==> config.mk <==
export PLATFORM = sky130hd
export DESIGN_NAME = tbc_trace_buffer_controller
export DESIGN_NICKNAME = d
export VERILOG_FILES = /design/src/tbc_trace_buffer_controller.v
export VERILOG_INCLUDE_DIRS = /design/src
export SDC_FILE = /design/constraint.sdc
export NUM_CORES = 1
export LEC_CHECK = 0
export BUFFER_PORTS_ARGS = -buffer_cell sky130_fd_sc_hd__buf_2
export CORE_ASPECT_RATIO = 1.2
export CORE_MARGIN = 10
export CORE_UTILIZATION = 54
export DETAILED_ROUTE_END_ITERATION = 6
export PLACE_DENSITY_LB_ADDON = 0.3
export SLEW_MARGIN = 20
export SYNTH_ARGS = -nofsm -noshare
export SYNTH_HDL_FRONTEND = slang
export SYNTH_SLANG_ARGS = --single-unit
==> constraint.sdc <==
create_clock -name pclk -period 4.25 [get_ports pclk]
set_clock_uncertainty 0.05 [all_clocks]
set_input_delay 0.425 -clock pclk [delete_from_list [all_inputs] [get_ports pclk]]
set_output_delay 0.425 -clock pclk [all_outputs]
set_load 0.02 [all_outputs]
==> src/tbc_map.vh <==
// register offsets, field positions, reset values and codes for the trace
// buffer controller; assumes a 32-bit apb register file
`ifndef TBC_MAP_VH
`define TBC_MAP_VH

// apb byte offsets
`define TBC_BUFFER_SIZE_REG   12'h004
`define TBC_STATUS_REG        12'h00C
`define TBC_READ_DATA_REG     12'h010
`define TBC_CTL_REG           12'h020
`define TBC_MODE_REG          12'h028
`define TBC_FILL_LEVEL_REG    12'h030
`define TBC_WATERMARK_REG     12'h034
`define TBC_BASE_LO_REG       12'h118
`define TBC_FLUSH_CONTROL_REG 12'h304
`define TBC_CONFIG_REG        12'h400

// field positions
`define TBC_CTL_CAPTURE_EN    0
`define TBC_STS_FULL          0
`define TBC_STS_READY         2
`define TBC_STS_MEM_ERR       5
`define TBC_FLUSH_CONTROL_REG_STOP_ON_FL   12
`define TBC_FLUSH_CONTROL_REG_MANUAL_FLUSH 6
`define TBC_FLUSH_CONTROL_REG_DRAIN        20
`define TBC_CFG_LSB           0
`define TBC_CFG_MSB           1

// configurations
`define TBC_CFG_SRAM_BUFFER   2'h0
`define TBC_CFG_SRAM_FIFO     2'h1
`define TBC_CFG_SYSTEM_MEMORY 2'h2
`define TBC_CFG_STREAM_OUT    2'h3

// modes
`define TBC_MODE_CIRCULAR     2'h0
`define TBC_MODE_SOFT_APB     2'h1
`define TBC_MODE_HARD_FIFO    2'h2
`define TBC_MODE_SOFT_DIRECT  2'h3

// sizes and resets
`define TBC_BUFFER_SIZE_MAX   31'h0400_0000
`define TBC_BUFFER_SIZE_RST   31'h0000_0400
`define TBC_BASE_ALIGN_BITS   12
`define TBC_AXI_ALIGN_BITS    3
`define TBC_MAX_OUTSTANDING   6'h20
`define TBC_ZERO32            32'h0000_0000
`define TBC_EMPTY_READ        32'hFFFF_FFFF
`define TBC_MEM_DEPTH         16
`define TBC_PTR_BITS          4
`define TBC_LEVEL_BITS        5
`define TBC_LEVEL_FULL        5'h10

`endif

==> src/tbc_trace_buffer_controller.v <==
// trace buffer controller: apb register file, architectural state machine,
// local trace memory feeding an atb drain, axi write master and stream out.
// assumes the atb source, axi slave and stream sink follow their protocols.
//
// Decided for this implementation: the register addresses and the APB interface to the registers.
`timescale 1ns/1ps
`include "tbc_map.vh"

// How it works
// - atb drain output only active in the sram fifo configuration
// - axi writes limited to 32 in flight, reads never issued
// - any axi error response halts memory writes until software clears it
// - buffer size register is 31 bits wide, largest value selects 256MB
// - low axi address bits tied to zero for data-width alignment
// - stream output carries data bytes only, never position or null bytes
// - two event inputs and three event outputs in every configuration
// - in system-memory and stream configurations, buffer interrupt high while fill level is at or above watermark
// - authentication input honoured only in system-memory configuration
// - test clock gate override keeps the internal clock enable open
// - disabled after reset and when capture is cleared; programming here
// - capture enable moves disabled to running; stop event to stopping
// - stopping drains pipelines and reads back like running
// - stopped reached only once atb input, axi and stream idle; fifo empty in system-memory, stream or hard fifo mode
// - soft fifo modes need room in fifo before reaching stopped
// - drain request in stopped circular sram fifo starts a drain
// - draining sends buffer out over atb then returns to stopped
// - clearing capture enters disabling then disabled once axi and stream are idle
// - no trace word is written to the fifo while disabling
// - memory error while disabling ends writes and goes to disabled
// - disabling waits while an axi or stream transfer is stalled
// - single clock, active-low reset initialising control state
module tbc_trace_buffer_controller (
   // apb
   input  wire        pclk,
   input  wire        presetn,
   input  wire        clk_en,
   input  wire        dft_cg_en,
   input  wire        psel,
   input  wire        penable,
   input  wire        pwrite,
   input  wire [11:0] paddr,
   input  wire [31:0] pwdata,
   output reg  [31:0] prdata,
   output reg         pready,
   output reg         pslverr,
   // atb trace input
   input  wire        atb_valid,
   input  wire [31:0] atb_data,
   output reg         atb_ready,
   // atb drain output
   output reg         drain_valid,
   output reg  [31:0] drain_data,
   input  wire        drain_ready,
   // axi write master
   output reg         awvalid,
   output reg  [31:0] awaddr,
   input  wire        awready,
   output reg         wvalid,
   output reg  [31:0] wdata,
   input  wire        wready,
   input  wire        bvalid,
   input  wire [1:0]  bresp,
   output reg         bready,
   output reg         arvalid,
   output reg  [31:0] araddr,
   // stream output
   output reg         tvalid,
   output reg  [31:0] tdata,
   output reg  [3:0]  tkeep,
   input  wire        tready,
   // events, interrupt, authentication
   input  wire [1:0]  event_in,
   output reg  [2:0]  event_out,
   output reg         buffer_irq,
   input  wire        auth_enable
);

////////////////////////////////////////////////////////////////////////////
localparam [2:0] ST_DISABLED  = 3'h0;
localparam [2:0] ST_RUNNING   = 3'h1;
localparam [2:0] ST_STOPPING  = 3'h2;
localparam [2:0] ST_STOPPED   = 3'h3;
localparam [2:0] ST_DRAINING  = 3'h4;
localparam [2:0] ST_DISABLING = 3'h5;

reg  [2:0]                    state_r;
reg  [2:0]                    state_nxt;
reg                           capture_enable_r;
reg  [1:0]                    cfg_r;
reg  [1:0]                    mode_r;
reg  [30:0]                   buffer_size_r;
reg  [31:0]                   base_r;
reg  [`TBC_LEVEL_BITS-1:0]    watermark_r;
reg                           stop_on_flush_r;
reg                           manual_flush_r;
reg                           drain_request_r;
reg                           memory_error_flag_r;
reg                           full_r;
reg  [31:0]                   mem_r [0:`TBC_MEM_DEPTH-1];
reg  [`TBC_PTR_BITS-1:0]      wptr_r;
reg  [`TBC_PTR_BITS-1:0]      rptr_r;
reg  [`TBC_LEVEL_BITS-1:0]    level_r;
reg  [5:0]                    outstanding_r;
reg  [31:0]                   wr_offset_r;
reg  [1:0]                    event_in_d_r;

wire gclk_en = clk_en | dft_cg_en;
wire apb_wr  = psel & penable & pwrite & ~pready;
wire apb_rd  = psel & penable & ~pwrite & ~pready;
wire empty   = (level_r == {`TBC_LEVEL_BITS{1'b0}});
wire is_full = (level_r == `TBC_LEVEL_FULL);
wire fifo_md = (mode_r != `TBC_MODE_CIRCULAR);
wire sysmem  = (cfg_r == `TBC_CFG_SYSTEM_MEMORY);
wire stream  = (cfg_r == `TBC_CFG_STREAM_OUT);
wire sfifo   = (cfg_r == `TBC_CFG_SRAM_FIFO);
wire authorised = ~sysmem | auth_enable;
wire capturing  = (state_r == ST_RUNNING) | (state_r == ST_STOPPING);
wire stop_event = (stop_on_flush_r & manual_flush_r) | event_in_d_r[1];
wire [31:0] head = mem_r[rptr_r];

// address decode shared by reads and writes
function is_reg;
   input [11:0] a;
   input [11:0] off;
   begin
      is_reg = (a == off);
   end
endfunction

////////////////////////////////////////////////////////////////////////////
// drain side selection per configuration
wire axi_go  = sysmem & ~memory_error_flag_r & ~empty &
               (outstanding_r < `TBC_MAX_OUTSTANDING) &
               ~awvalid & ~wvalid;
wire axi_done_aw = awvalid & awready;
wire axi_done_w  = wvalid & wready;
wire str_go  = stream & ~empty & ~tvalid;
wire drn_go  = sfifo & (state_r == ST_DRAINING) & ~empty & ~drain_valid;
wire hw_go   = sfifo & (mode_r == `TBC_MODE_HARD_FIFO) & capturing &
               ~empty & ~drain_valid;
wire pop_any = axi_go | str_go | drn_go | hw_go;
wire apb_pop = apb_rd & is_reg(paddr, `TBC_READ_DATA_REG) & ~empty;
wire in_busy = awvalid | wvalid | tvalid | (outstanding_r != 6'h00);
// fifo modes refuse new input when full; circular mode overwrites the oldest word
wire push    = capturing & atb_valid & atb_ready & authorised;
wire pop     = pop_any | apb_pop;
wire ovr     = push & is_full & ~pop;

////////////////////////////////////////////////////////////////////////////
// architectural state machine
always @* begin
   state_nxt = state_r;
   case (state_r)
      ST_DISABLED: begin
         if (capture_enable_r)
            state_nxt = ST_RUNNING;
      end
      ST_RUNNING: begin
         if (!capture_enable_r)
            state_nxt = ST_DISABLING;
         else if (stop_event)
            state_nxt = ST_STOPPING;
      end
      ST_STOPPING: begin
         // every word must reach memory or stream; hard fifo must empty
         if (!capture_enable_r)
            state_nxt = ST_DISABLING;
         else if (!in_busy && !atb_valid && (empty || !(sysmem | stream)) &&
                  (!(mode_r == `TBC_MODE_HARD_FIFO) || empty) &&
                  (!(mode_r == `TBC_MODE_SOFT_APB ||
                     mode_r == `TBC_MODE_SOFT_DIRECT) || !is_full))
            state_nxt = ST_STOPPED;
      end
      ST_STOPPED: begin
         if (!capture_enable_r)
            state_nxt = ST_DISABLING;
         else if (drain_request_r && sfifo && !fifo_md)
            state_nxt = ST_DRAINING;
      end
      ST_DRAINING: begin
         if (!capture_enable_r)
            state_nxt = ST_DISABLING;
         else if (empty && !drain_valid)
            state_nxt = ST_STOPPED;
      end
      ST_DISABLING: begin
         // started axi or stream beats cannot be aborted
         if (memory_error_flag_r || !in_busy)
            state_nxt = ST_DISABLED;
      end
      default: state_nxt = ST_DISABLED;
   endcase
end

always @(posedge pclk or negedge presetn) begin
   if (!presetn)
      state_r <= ST_DISABLED;
   else if (gclk_en)
      state_r <= state_nxt;
end

////////////////////////////////////////////////////////////////////////////
// apb slave, access phase with one wait state
always @(posedge pclk or negedge presetn) begin
   if (!presetn) begin
      pready           <= 1'b0;
      pslverr          <= 1'b0;
      prdata           <= `TBC_ZERO32;
      capture_enable_r <= 1'b0;
      cfg_r            <= `TBC_CFG_SRAM_BUFFER;
      mode_r           <= `TBC_MODE_CIRCULAR;
      buffer_size_r    <= `TBC_BUFFER_SIZE_RST;
      base_r           <= `TBC_ZERO32;
      watermark_r      <= {`TBC_LEVEL_BITS{1'b0}};
      stop_on_flush_r  <= 1'b0;
      manual_flush_r   <= 1'b0;
      drain_request_r  <= 1'b0;
   end else if (gclk_en) begin
      pready  <= psel & penable & ~pready;
      pslverr <= 1'b0;
      if (state_r == ST_STOPPING && state_nxt == ST_STOPPED)
         manual_flush_r <= 1'b0;
      if (state_r == ST_DRAINING)
         drain_request_r <= 1'b0;
      if (apb_wr) begin
         // setup registers only take writes while disabled
         if (is_reg(paddr, `TBC_CTL_REG))
            capture_enable_r <= pwdata[`TBC_CTL_CAPTURE_EN];
         else if (is_reg(paddr, `TBC_FLUSH_CONTROL_REG)) begin
            stop_on_flush_r <= pwdata[`TBC_FLUSH_CONTROL_REG_STOP_ON_FL];
            manual_flush_r  <= (manual_flush_r & (state_nxt != ST_STOPPED)) |
                               pwdata[`TBC_FLUSH_CONTROL_REG_MANUAL_FLUSH];
            drain_request_r <= pwdata[`TBC_FLUSH_CONTROL_REG_DRAIN];
         end else if (state_r == ST_DISABLED) begin
            if (is_reg(paddr, `TBC_BUFFER_SIZE_REG)) begin
               if (pwdata[30:0] > `TBC_BUFFER_SIZE_MAX)
                  buffer_size_r <= `TBC_BUFFER_SIZE_MAX;
               else
                  buffer_size_r <= pwdata[30:0];
            end else if (is_reg(paddr, `TBC_MODE_REG))
               mode_r <= pwdata[1:0];
            else if (is_reg(paddr, `TBC_WATERMARK_REG))
               watermark_r <= pwdata[`TBC_LEVEL_BITS-1:0];
            else if (is_reg(paddr, `TBC_BASE_LO_REG))
               // base taken on a 4KB boundary
               base_r <= {pwdata[31:`TBC_BASE_ALIGN_BITS],
                          {`TBC_BASE_ALIGN_BITS{1'b0}}};
            else if (is_reg(paddr, `TBC_CONFIG_REG))
               cfg_r <= pwdata[`TBC_CFG_MSB:`TBC_CFG_LSB];
            else if (!is_reg(paddr, `TBC_STATUS_REG))
               pslverr <= 1'b1;
         end else if (!is_reg(paddr, `TBC_STATUS_REG))
            pslverr <= 1'b1;
      end
      if (apb_rd) begin
         prdata <= `TBC_ZERO32;
         if (is_reg(paddr, `TBC_CTL_REG))
            prdata[`TBC_CTL_CAPTURE_EN] <= capture_enable_r;
         else if (is_reg(paddr, `TBC_STATUS_REG)) begin
            // stopping looks like running: ready only when idle
            prdata[`TBC_STS_FULL]    <= full_r;
            prdata[`TBC_STS_READY]   <= (state_r == ST_DISABLED) |
                                        (state_r == ST_STOPPED);
            prdata[`TBC_STS_MEM_ERR] <= memory_error_flag_r;
         end else if (is_reg(paddr, `TBC_BUFFER_SIZE_REG))
            prdata[30:0] <= buffer_size_r;
         else if (is_reg(paddr, `TBC_MODE_REG))
            prdata[1:0] <= mode_r;
         else if (is_reg(paddr, `TBC_FILL_LEVEL_REG))
            prdata[`TBC_LEVEL_BITS-1:0] <= level_r;
         else if (is_reg(paddr, `TBC_WATERMARK_REG))
            prdata[`TBC_LEVEL_BITS-1:0] <= watermark_r;
         else if (is_reg(paddr, `TBC_BASE_LO_REG))
            prdata <= base_r;
         else if (is_reg(paddr, `TBC_CONFIG_REG))
            prdata[`TBC_CFG_MSB:`TBC_CFG_LSB] <= cfg_r;
         else if (is_reg(paddr, `TBC_FLUSH_CONTROL_REG)) begin
            prdata[`TBC_FLUSH_CONTROL_REG_STOP_ON_FL]   <= stop_on_flush_r;
            prdata[`TBC_FLUSH_CONTROL_REG_MANUAL_FLUSH] <= manual_flush_r;
            prdata[`TBC_FLUSH_CONTROL_REG_DRAIN]        <= drain_request_r;
         end else if (is_reg(paddr, `TBC_READ_DATA_REG))
            prdata <= empty ? `TBC_EMPTY_READ : head;
         else
            pslverr <= 1'b1;
      end
   end
end

////////////////////////////////////////////////////////////////////////////
// trace memory and pointers
always @(posedge pclk) begin
   if (gclk_en && push)
      mem_r[wptr_r] <= atb_data;
end

always @(posedge pclk or negedge presetn) begin
   if (!presetn) begin
      wptr_r    <= {`TBC_PTR_BITS{1'b0}};
      rptr_r    <= {`TBC_PTR_BITS{1'b0}};
      level_r   <= {`TBC_LEVEL_BITS{1'b0}};
      full_r    <= 1'b0;
      atb_ready <= 1'b0;
   end else if (gclk_en) begin
      // circular never stalls while capturing; fifo modes hold off when full unless the next state is disabling
      atb_ready <= capturing & (~fifo_md | ~is_full |
                   (state_nxt == ST_DISABLING));
      if (capture_enable_r ? state_r==ST_DISABLED : memory_error_flag_r) begin
         wptr_r  <= {`TBC_PTR_BITS{1'b0}};
         rptr_r  <= {`TBC_PTR_BITS{1'b0}};
         level_r <= {`TBC_LEVEL_BITS{1'b0}};
         full_r  <= 1'b0;
      end else begin
         if (push)
            wptr_r <= wptr_r + 1'b1;
         if (pop | ovr)
            rptr_r <= rptr_r + 1'b1;
         if (push & ~pop & ~ovr)
            level_r <= level_r + 1'b1;
         else if (pop & ~push)
            level_r <= level_r - 1'b1;
         if (push & is_full)
            full_r <= 1'b1;
      end
   end
end

////////////////////////////////////////////////////////////////////////////
// outputs: drain, axi, stream, events, interrupt
always @(posedge pclk or negedge presetn) begin
   if (!presetn) begin
      drain_valid         <= 1'b0;
      drain_data          <= `TBC_ZERO32;
      awvalid             <= 1'b0;
      awaddr              <= `TBC_ZERO32;
      wvalid              <= 1'b0;
      wdata               <= `TBC_ZERO32;
      bready              <= 1'b0;
      arvalid             <= 1'b0;
      araddr              <= `TBC_ZERO32;
      tvalid              <= 1'b0;
      tdata               <= `TBC_ZERO32;
      tkeep               <= 4'h0;
      event_out           <= 3'h0;
      buffer_irq          <= 1'b0;
      outstanding_r       <= 6'h00;
      wr_offset_r         <= `TBC_ZERO32;
      memory_error_flag_r <= 1'b0;
      event_in_d_r        <= 2'h0;
   end else if (gclk_en) begin
      event_in_d_r <= event_in;
      if (drain_valid & drain_ready)
         drain_valid <= 1'b0;
      if (drn_go | hw_go) begin
         drain_valid <= 1'b1;
         drain_data  <= head;
      end
      bready  <= sysmem;
      arvalid <= 1'b0;
      araddr  <= `TBC_ZERO32;
      if (axi_done_aw)
         awvalid <= 1'b0;
      if (axi_done_w)
         wvalid <= 1'b0;
      if (axi_go) begin
         awvalid <= 1'b1;
         wvalid  <= 1'b1;
         wdata   <= head;
         awaddr  <= {base_r[31:`TBC_AXI_ALIGN_BITS] +
                     wr_offset_r[31:`TBC_AXI_ALIGN_BITS],
                     {`TBC_AXI_ALIGN_BITS{1'b0}}};
         wr_offset_r <= ((wr_offset_r[30:0] + 31'h0000_0008) >=
                         {buffer_size_r[28:0], 2'h0}) ?
                        `TBC_ZERO32 : wr_offset_r + 32'h0000_0008;
      end
      if (axi_go & ~(bvalid & bready))
         outstanding_r <= outstanding_r + 6'h01;
      else if (~axi_go & bvalid & bready)
         outstanding_r <= outstanding_r - 6'h01;
      // error sets win over software clearing the flag
      if (bvalid & bready & bresp[1])
         memory_error_flag_r <= 1'b1;
      else if (apb_wr & is_reg(paddr, `TBC_STATUS_REG) &
               ~pwdata[`TBC_STS_MEM_ERR])
         memory_error_flag_r <= 1'b0;
      if (tvalid & tready)
         tvalid <= 1'b0;
      if (str_go) begin
         tvalid <= 1'b1;
         tdata  <= head;
         tkeep  <= 4'hF;
      end
      event_out[0] <= (state_r == ST_STOPPED);
      event_out[1] <= full_r;
      event_out[2] <= manual_flush_r & capturing;
      buffer_irq   <= (sysmem | stream) &
                      (level_r >= watermark_r);
   end
end

endmodule // tbc_trace_buffer_controller

==> out/qor.csv <==
metric,value,unit
"count leader, synth",edfxtp_1,
main flop type after synthesis,edfxtp_1,
Worst slew margin,0.366,
Final Util,0.626,
measured slew at the worst slew-check pin,943,ps
Critical Path Fanout Max,7,
largest net degree at the start of global routing,99,
number of global-route vias before repair,22512,
leading area contributor after synthesis,edfxtp_1,
Crit path required time,4690,ps
die height,299,um
Ports,303,
crit path launch type,flip-flop,
setup_tns,0,ps
First DRT Iteration DRCs,2167,
Max clock buf depth,3,
post-route ant nets,0,
Worst setup EP type,flip-flop,
Sequential Area,22600,um2
CTS tree,done,
Hold Crit Class,input port to flip-flop,
fillers,4677,
final setup violation count,0,
"Clk Latency, worst-skew pair",630,ps
Yosys top cell area share,0.440,
"Arr. time, crit path",4400,ps
final max-slew violation count,0,
Via-to-Cell Ratio,6.14,
ys async rst share,0.360,
# port buffers,264,
antenna violations before repair,13,
Tmin final,3950,ps
GRT Residual Overflow,0,
max-capacitance violation count,0,
die area,75300,um2
pwr/cell area,526,nW/um2
detailed-route via count,21972,
Cell variety after synth,81,
post_cts resized,0,
Residual DRC,0,
final worst-path cycle share,0.930,
Core Region,64300,um2
Leak,15.8,nW
fraction of layout cells with a size suffix above 1,0.277,
CTS Buf Count,78,
Area contributors post-synth,"edfxtp_1, dfrtp_1, mux4_2",
number of enable flip-flop cells after synthesis,512,
fmax,253,MHz
fin nets,2840,
total wire length,94.8,mm
status,"complete, no violations",
Hold Fails Final Rpt,0,
synth warn,0,
Max H-tree Level,3,
CTS root buf,clkbuf_16,
Avg WL per Cell,26.5,um
RSZ-0062 raised after global routing,false,
Area growth syn-to-layout,15.3,%
footprint of the multi-input gates,11500,um2
Tot GR Track Use,0.250,
first-pass GRT wire length,142,mm
Mapped Cells,2373,
synth cell count leaders,"edfxtp_1, nand2_1, dfrtp_1",
"CTS clk-pin slew, worst paths",60,ps
post-detail-place hpwl,62.5,mm
Syn Std Cell Area,34900,um2
CTS sink cnt,800,
Die X,252,um
Core Rows,102,
GP Congestion,0.941,
DR pass1 iterations,5,
Synth Register Bits,800,
post-synthesis area per instance,14.7,um2
Peak VDD IR,0.400,mV
path type of the worst setup path,flip-flop to flip-flop,
initial core utilization,0.543,
sequential area share after synthesis,0.647,
area by class of cell:
class	instances	share of cell area
Tap cell	832	0.0259
Inverter	76	0.00709
Multi-Input combinational cell	1378	0.286
Sequential cell	800	0.561
Antenna cell	5	0.000311
Timing Repair Buffer	344	0.0531
Clock buffer	112	0.0561
Clock inverter	34	0.0108
cells in the final DEF (no fill, tap or decap), drive strengths merged, types with 9 or more instances in the layout:
| cell | instances |
|---|---|
| a21o | 23 |
| a21oi | 43 |
| a221oi | 13 |
| a22oi | 24 |
| and2 | 12 |
| and3 | 24 |
| and4 | 11 |
| buf | 326 |
| clkbuf | 112 |
| clkinv | 20 |
| conb | 36 |
| dfrtp | 287 |
| dlygate4sd3 | 18 |
| edfxtp | 512 |
| ha | 65 |
| inv | 80 |
| mux2 | 97 |
| mux4 | 159 |
| nand2 | 319 |
| nand2b | 11 |
| nand3 | 65 |
| nand4 | 20 |
| nor2 | 58 |
| nor3 | 38 |
| nor4 | 28 |
| o211ai | 9 |
| o21ai | 119 |
| o31ai | 17 |
| or3 | 13 |
| or4 | 12 |
| xnor2 | 22 |
| xor2 | 20 |
layer usage:
| layer | part of all wire | vias up | track usage |
|---|---|---|---|
| li1 | - | 9615 | - |
| met1 | 0.38 | 11152 | 0.312 |
| met2 | 0.50 | 1011 | 0.418 |
| met3 | 0.076 | 188 | 0.0472 |
| met4 | 0.043 | 6 | 0.117 |
| met5 | 0.00036 | - | 0 |
cells by family (layout without fill, tap and decap cells):
kind of cell | after synthesis | after routing | share of synthesized area
AND/OR/NAND/NOR | 638 | 638 | 0.0882
multiplexers | 264 | 264 | 0.136
buffers and inverters | 230 | 566 | 0.0303
adder cells (fa/ha/maj) | 68 | 68 | 0.0250
XOR/XNOR | 42 | 42 | 0.0105
flip-flops | 800 | 800 | 0.647
AO/OA/AOI/OAI | 330 | 330 | 0.0628
other | 1 | 41 | 0.000107
critical path: stages (launching register included):
cell and delay, ps:
dfrtp_1 470, nand3_1 160, or3_1 450, nor3_1 250, buf_4 190, and4_1 200
xnor2_1 140, inv_1 70, ha_1 300, nand2_1 80, nor3_1 470, o2111ai_1 180
o211a_1 360, a221oi_1 300, o41ai_1 120
state kept, by name (all words and copies together), names as in the netlist, 2 cells and up:
| register | cells |
|---|---|
| outstanding_r | 6 |
| mode_r | 2 |
| state_r | 3 |
| tdata | 32 |
| event_out | 3 |
| wptr_r | 4 |
| drain_data | 32 |
| wr_offset_r | 29 |
| mem_r | 512 |
| prdata | 32 |
| awaddr | 29 |
| level_r | 5 |
| rptr_r | 4 |
| base_r | 20 |
| cfg_r | 2 |
| watermark_r | 5 |
| buffer_size_r | 31 |
| wdata | 32 |
final timing paths:
check	startpoint	to	slack (ps)	depth (start not counted)
setup / recovery	wr_offset_r[6]$_DFFE_PN0P_	wr_offset_r[20]$_DFFE_PN0P_	300	14
hold / removal	bresp[1]	memory_error_flag_r$_DFFE_PN0P_	30	3
setup reg to reg	wr_offset_r[6]$_DFFE_PN0P_	wr_offset_r[20]$_DFFE_PN0P_	300	14
hold reg to reg	awaddr[4]$_DFFE_PN0P_	awaddr[4]$_DFFE_PN0P_	420	2
max in group asynchronous	presetn	tdata[11]$_DFFE_PN0P_	2730	3
min in group asynchronous	presetn	pslverr$_DFFE_PN0N_	340	2
timing repair:
| action | 4_1_cts | 5_1_grt |
|---|---|---|
| hold buffers | 18 | 0 |
| buffers inserted | 0 | 0 |
| endpoints found under the hold margin | 111 | 0 |
report_power, final:
part	internal [W]	switching (W)
logic	0.00221	0.00261
registers	0.00861	0.000524
clock network	0.00422	0.00300
stage by stage:
stage                     setup WS (ps)  cells  hold slack [ps]  total power [W]  instance area, um2
after floorplan                     204   2408             79.4           0.0124               35000
after global placement              422   3412              398           0.0140               37400
after detailed placement            343   3412              408           0.0141               37400
after CTS                           328   3576          0.00427           0.0213               40200
after global routing               53.0   3578             22.9           0.0219               40200
final                               298   3581             31.0           0.0212               40300
No activity file was read; power rests on OpenSTA's default activity.
